--- src/cudc_pkg.sv ---
// Constants and types for the configurable up/down counter
package cudc_pkg;

   // ***************************************************
   // Modes
   // ***************************************************
   typedef enum logic
   {
      CUDC_EDGE_RISE = 1'b0,
      CUDC_EDGE_FALL = 1'b1
   } cudc_edge_t;

   typedef enum logic
   {
      CUDC_LOAD_SYNC  = 1'b0,
      CUDC_LOAD_ASYNC = 1'b1
   } cudc_load_t;

   // Pin group, carried through the synchroniser as one word
   typedef struct packed
   {
      logic clk;
      logic up;
      logic enable;
      logic preset;
      logic clear;
   } cudc_pins_t;

   // ***************************************************
   // Register map
   // ***************************************************
   localparam int          CUDC_ADDR_W       = 12;
   localparam logic [11:0] CUDC_CTRL_OFFSET  = 12'h000;
   localparam logic [11:0] CUDC_COUNT_OFFSET = 12'h004;
   localparam int          CUDC_CTRL_HOLD    = 0;
   localparam logic        CUDC_HOLD_RESET   = 1'h0;
   localparam logic [4:0]  CUDC_PINS_RESET   = 5'h00;

   // Load value that switches a load input off
   localparam int          CUDC_IGNORE_VALUE = -1;

endpackage

--- src/cudc_counter.sv ---
// Up/down counter with pin controls and an APB view of its state
//
// The APB interface to the registers and the register offsets are this design's own decisions.
`timescale 1ns/1ps
`default_nettype none

module cudc_counter
   import cudc_pkg::*;
#(
   parameter int         COUNTER_WIDTH      = 8,
   parameter cudc_edge_t CLOCK_EDGE_SELECT  = CUDC_EDGE_RISE,
   parameter int         POWER_UP_VALUE     = 0,
   parameter int         CLEAR_LOAD_VALUE   = 0,
   parameter int         PRESET_LOAD_VALUE  = 0,
   parameter logic       PRESET_CLEAR_LEVEL = 1'b1,
   parameter cudc_load_t LOAD_TIMING        = CUDC_LOAD_SYNC
)
(
   input  wire logic                     clock,
   input  wire logic                     rst,
   input  wire logic                     counter_clk,
   input  wire logic                     count_up,
   input  wire logic                     count_enable,
   input  wire logic                     preset_in,
   input  wire logic                     clear_in,
   output var  logic [COUNTER_WIDTH-1:0] count_out,
   output var  logic                     count_oe,
   input  wire logic                     psel,
   input  wire logic                     penable,
   input  wire logic                     pwrite,
   input  wire logic [CUDC_ADDR_W-1:0]   paddr,
   input  wire logic [31:0]              pwdata,
   output var  logic [31:0]              prdata,
   output var  logic                     pready,
   output var  logic                     pslverr
);

   // ***************************************************
   // Build-time constants
   // ***************************************************
   localparam logic CLEAR_EN  = (CLEAR_LOAD_VALUE != CUDC_IGNORE_VALUE);
   localparam logic PRESET_EN = (PRESET_LOAD_VALUE != CUDC_IGNORE_VALUE);
   localparam logic [COUNTER_WIDTH-1:0] CLEAR_VAL  =
      COUNTER_WIDTH'(CLEAR_LOAD_VALUE);
   localparam logic [COUNTER_WIDTH-1:0] PRESET_VAL =
      COUNTER_WIDTH'(PRESET_LOAD_VALUE);
   localparam logic [COUNTER_WIDTH-1:0] POWER_VAL  =
      COUNTER_WIDTH'(POWER_UP_VALUE);
   localparam logic [COUNTER_WIDTH-1:0] ONE_VAL    =
      COUNTER_WIDTH'(1);

   // Loads reset to their idle level: active-low pins would
   // otherwise fire a load in the first cycles after reset
   localparam cudc_pins_t PINS_IDLE =
      CUDC_PINS_RESET | {3'b000, {2{~PRESET_CLEAR_LEVEL}}};

   // ***************************************************
   // Pin synchroniser and edge detect
   // ***************************************************
   cudc_pins_t pins_raw;
   cudc_pins_t sync1_r;
   cudc_pins_t sync2_r;
   logic       prev_clk_r;
   logic       edge_seen;
   logic       clear_act;
   logic       preset_act;

   assign pins_raw = '{clk: counter_clk, up: count_up,
                       enable: count_enable, preset: preset_in,
                       clear: clear_in};

   // Pins come from another timing world; only sync2 is read
   always_ff @(posedge clock)
   begin
      if (rst)
      begin
         sync1_r    <= PINS_IDLE;
         sync2_r    <= PINS_IDLE;
         prev_clk_r <= 1'b0;
      end
      else
      begin
         sync1_r    <= pins_raw;
         sync2_r    <= sync1_r;
         prev_clk_r <= sync2_r.clk;
      end
   end

   always_comb
   begin
      if (CLOCK_EDGE_SELECT == CUDC_EDGE_RISE)
         edge_seen = sync2_r.clk & ~prev_clk_r;
      else
         edge_seen = ~sync2_r.clk & prev_clk_r;
   end

   assign clear_act  = (sync2_r.clear == PRESET_CLEAR_LEVEL);
   assign preset_act = (sync2_r.preset == PRESET_CLEAR_LEVEL);

   // ***************************************************
   // Counter core
   // ***************************************************
   logic [COUNTER_WIDTH-1:0] count_r;
   logic [COUNTER_WIDTH-1:0] count_nxt;
   logic [COUNTER_WIDTH-1:0] count_out_nxt;
   logic                     count_oe_nxt;
   logic                     hold_r;
   logic                     hold_nxt;
   logic                     load_ok;
   logic                     clr_hit;
   logic                     pre_hit;

   // Async loads still pass the synchroniser: two cycles of latency
   assign load_ok = (LOAD_TIMING == CUDC_LOAD_ASYNC) | edge_seen;
   assign clr_hit = CLEAR_EN & clear_act;
   assign pre_hit = PRESET_EN & preset_act;

   always_comb
   begin
      count_nxt = count_r;
      if (load_ok && clr_hit)
         count_nxt = CLEAR_VAL;
      else if (load_ok && pre_hit)
         count_nxt = PRESET_VAL;
      else if (edge_seen && !hold_r)
      begin
         if (sync2_r.up)
            count_nxt = count_r + ONE_VAL;
         else
            count_nxt = count_r - ONE_VAL;
      end
      count_oe_nxt  = sync2_r.enable;
      count_out_nxt = sync2_r.enable ? count_r : '0;
   end

   always_ff @(posedge clock)
   begin
      if (rst)
      begin
         count_r   <= POWER_VAL;
         count_out <= '0;
         count_oe  <= 1'b0;
      end
      else
      begin
         count_r   <= count_nxt;
         count_out <= count_out_nxt;
         count_oe  <= count_oe_nxt;
      end
   end

   // ***************************************************
   // APB slave
   // ***************************************************
   logic        access;
   logic        ready_nxt;
   logic        err_nxt;
   logic [31:0] rdata_nxt;
   logic        addr_ok;

   assign access  = psel & penable;
   assign addr_ok = (paddr == CUDC_CTRL_OFFSET) |
                    (paddr == CUDC_COUNT_OFFSET);

   // One wait state keeps prdata a plain flop output
   always_comb
   begin
      ready_nxt = access & ~pready;
      err_nxt   = access & ~pready & ~addr_ok;
      rdata_nxt = prdata;
      hold_nxt  = hold_r;
      if (access && !pready && !pwrite)
      begin
         if (paddr == CUDC_CTRL_OFFSET)
            rdata_nxt = {31'h0, hold_r};
         else if (paddr == CUDC_COUNT_OFFSET)
            rdata_nxt = 32'(count_r);
         else
            rdata_nxt = 32'h0;
      end
      if (access && pready && pwrite && paddr == CUDC_CTRL_OFFSET)
         hold_nxt = pwdata[CUDC_CTRL_HOLD];
   end

   always_ff @(posedge clock)
   begin
      if (rst)
      begin
         pready  <= 1'b0;
         pslverr <= 1'b0;
         prdata  <= 32'h0;
         hold_r  <= CUDC_HOLD_RESET;
      end
      else
      begin
         pready  <= ready_nxt;
         pslverr <= err_nxt;
         prdata  <= rdata_nxt;
         hold_r  <= hold_nxt;
      end
   end
endmodule

`default_nettype wire

--- config.mk ---
export PLATFORM = sky130hd
export DESIGN_NAME = cudc_counter
export DESIGN_NICKNAME = d
export VERILOG_FILES = /design/src/cudc_pkg.sv /design/src/cudc_counter.sv
export SDC_FILE = /design/constraint.sdc
export NUM_CORES = 1
export LEC_CHECK = 0
export ABC_AREA = 1
export ABC_CLOCK_PERIOD_IN_PS = 1500
export BUFFER_PORTS_ARGS = -buffer_cell sky130_fd_sc_hd__buf_2
export CORE_MARGIN = 8
export CORE_UTILIZATION = 42
export CTS_BUF_LIST = sky130_fd_sc_hd__clkbuf_4
export DETAILED_ROUTE_END_ITERATION = 6
export GPL_TIMING_DRIVEN = 0
export PLACE_DENSITY = 0.79
export SYNTH_ARGS = -nofsm -noshare
export SYNTH_HDL_FRONTEND = slang
export SYNTH_SLANG_ARGS = --single-unit
export TNS_END_PERCENT = 1
--- constraint.sdc ---
create_clock -name clock -period 1.5 [get_ports clock]
set_input_delay 0.225 -clock clock [delete_from_list [all_inputs] [get_ports clock]]
set_output_delay 0.225 -clock clock [all_outputs]
set_load 0.01 [all_outputs]
==> reports/metrics.csv <==
metric,value,unit
status,"finished, final reports clean",
Hold Path Origin,preset_in,
RSZ-0062 raised after global routing,true,
CTS Sinks,39,
DRT antenna net count,0,
WHS,62.9,ps
Fmax achieved,701,MHz
sequential fraction of the synthesis area,41.2,%
Synth warnings,0,
Post-CTS Hold Fix Bufs,0,
Initial Util,43.6,%
Final Hold Viols,0,
DR DRC count,0,
first-pass GRT wire length,6770,um
"Clk pin slew, worst setup/hold paths",120,ps
worst min path class,in2reg,
Root Buffer,clkbuf_4,
H-tree Lvls,2,
power density over the cells,889,nW/um^2
Worst Setup End Kind,register,
Critical Path Start Type,register,
Inserted Diodes,0,
"Design Area, Final",2420,um^2
CP arrival,1670,ps
row cnt,24,
Die H,83.2,um
CP startpoint,sync2_r[3],
RR Startpoint,sync2_r[3],
register bit count reported by yosys,39,
fin crit period,1430,ps
cell with the most instances after synthesis,dfxtp_1,
crit-path max cell delay,380,ps
Post-synth EDFFs,0,
clock latency at the later pin of the worst-skew pair,350,ps
most area-hungry cell type in the Yosys netlist,dfxtp_1,
Crit Path Max Fanout,7,
initial antenna violation count,0,
vias in the first global route,1531,
ranking of synthesized cells by area,"dfxtp_1 (41%), buf_4 (9.5%), inv_1 (7.1%)",
I/O Buffers,40,
max-cap check violation count,0,
required time worst endpoint,1740,ps
CTS tree,built,
CP Class,reg2reg,
clock buffer count from CTS,5,
die area,6920,um^2
top_reg_cell synth,dfxtp_1,
post-synth top area share,41.2,%
largest net degree at the start of global routing,13,
GR Overflow Total,0,
Final Cycle Share,95.1,%
total power,0.00215,W
routability congestion estimate,0.830,
Critical Path Most Common Cell,nand2_1,
Lkg Pwr,1.25,nW
mean post-synth cell area,7.65,um^2
I/O pin count,97,
DR pass1 iterations,4,
share of post-route cells with drive strength above 1,30.9,%
routed len/inst,10.9,um
detail-routed via count per cell,4.39,
Layout Nets,380,
via count,1632,
Finish-stage setup viols,0,
CP max stage cell,dfxtp_4,
DP HPWL,3180,um
post-synthesis cell type count,28,
area grow syn2layout,27.5,%
crit-path cells,inv_6 > ha_1 > nand2_1 > nand2_1 > nand3_1 > nand2_1 > nand2_1 > nand3_1 > nand2_1 > inv_1,
total core area,4350,um^2
Synth top cells by count,"dfxtp_1 (39), inv_1 (36), nor2_1 (34)",
die span in x,83.2,um
final wirelength,4060,um
maximum vdd drop,0.717,mV
Cells after Synth,248,
pins over their slew limit,0,
async set-reset flop share out of synthesis,0,%
number of DRC markers in iteration 0,98,
DP Area,2250,um^2
Total Routing Usage GR,11.5,%
Post-Syn Area,1900,um^2
Max Root-Sink Buffers,2,
Fin Clk Skew,15.6,ps
per-stage QoR:
stage	utilization, %	cells	worst slack (ps)	TNS, ps
5_1_grt	55.5	372	-27.1	-82.4
3_5_place_dp	51.6	363	-98.0	-415
4_1_cts	53.8	371	-1.40	-1.40
3_3_place_gp	51.6	363	-68.9	-226
2_1_floorplan	-	271	44.8	0
6_report	55.5	372	73.6	0
path summary, 6_finish.rpt:
check | to | slack, ps | cells after the start
setup reg to reg | count_r[7] | 70 | 10
hold reg to reg | sync2_r[3] | 410 | 2
hold / removal | sync1_r[1] | 60 | 3
setup / recovery | count_r[7] | 70 | 10
area by class of cell:
class	count	area [um^2]
well taps	52	65.1
flip-flops and latches	39	785
fillers	415	1940
multi-input cells	164	912
clock buffers	5	37.5
inverters	40	155
plain buffers	28	218
clock inverters	3	38.8
repair buffers	41	208
flip-flops by register name (all words and copies together), names as in the netlist:
name	count
count_oe_nxt	1
count_oe	1
sync2_r	2
prdata	8
pre_hit	1
pslverr	1
pready	1
hold_r	1
sync1_r	5
count_out	8
count_r	8
clear_act	1
prev_clk_r	1
routing by layer:
metal | vias to the layer above | global-route usage [%] | routed length (um) | share of wire [%]
met5 | - | 0 | 0 | 0
met4 | 0 | 4.47 | 46 | 1.1
met3 | 7 | 4.39 | 266 | 6.5
met2 | 39 | 20.2 | 2170 | 53
met1 | 710 | 12.1 | 1580 | 39
li1 | 876 | - | - | -
kinds of logic after synthesis:
logic type / share of synthesized area, %
xor gates and xnor gates: 0.462
other: 0.198
AOI/OAI and AO/OA: 8.05
buffers and inverters: 19.4
DFF: 41.2
adders and majority gates: 5.01
and+or+nand+nor: 25.7
repair_timing:
item | 4_1_cts | 5_1_grt
gates resized for setup | 4 | 11
setup endpoints to repair | 6 | 6
pin swaps | 0 | 2
setup buffers | 0 | 1
endpoints found under the hold margin | 0 | 0
power breakdown:
part | leakage [nW] | switching, W | internal [W]
clock network | 0.0426 | 0.000331 | 0.000343
registers | 0.319 | 0.0000273 | 0.00107
logic | 0.884 | 0.000204 | 0.000173
total | 1.25 | 0.000562 | 0.00159
worst max-delay path, delay by kind of cell, from the launching register on:
| kind | cells | cell delay [ps] |
|---|---|---|
| adder cells (fa/ha/maj) | 1 | 310 |
| buffers and inverters | 2 | 100 |
| flip-flops | 1 | 380 |
| AND/OR/NAND/NOR | 7 | 550 |
placed cells by master, fill, tap and decap left out, types with 2 or more instances in the layout:
cell type / n
a21oi_1: 14
a21oi_2: 2
buf_2: 40
buf_4: 25
buf_6: 3
clkbuf_4: 5
conb_1: 24
dfxtp_1: 38
ha_4: 5
inv_1: 35
inv_2: 4
nand2_1: 32
nand2_2: 2
nand3_1: 13
nand3b_1: 4
nand4_1: 7
nor2_1: 34
nor2_2: 2
nor2_4: 2
o211ai_1: 2
o21ai_0: 10
(Power assumes the default switching activity.)
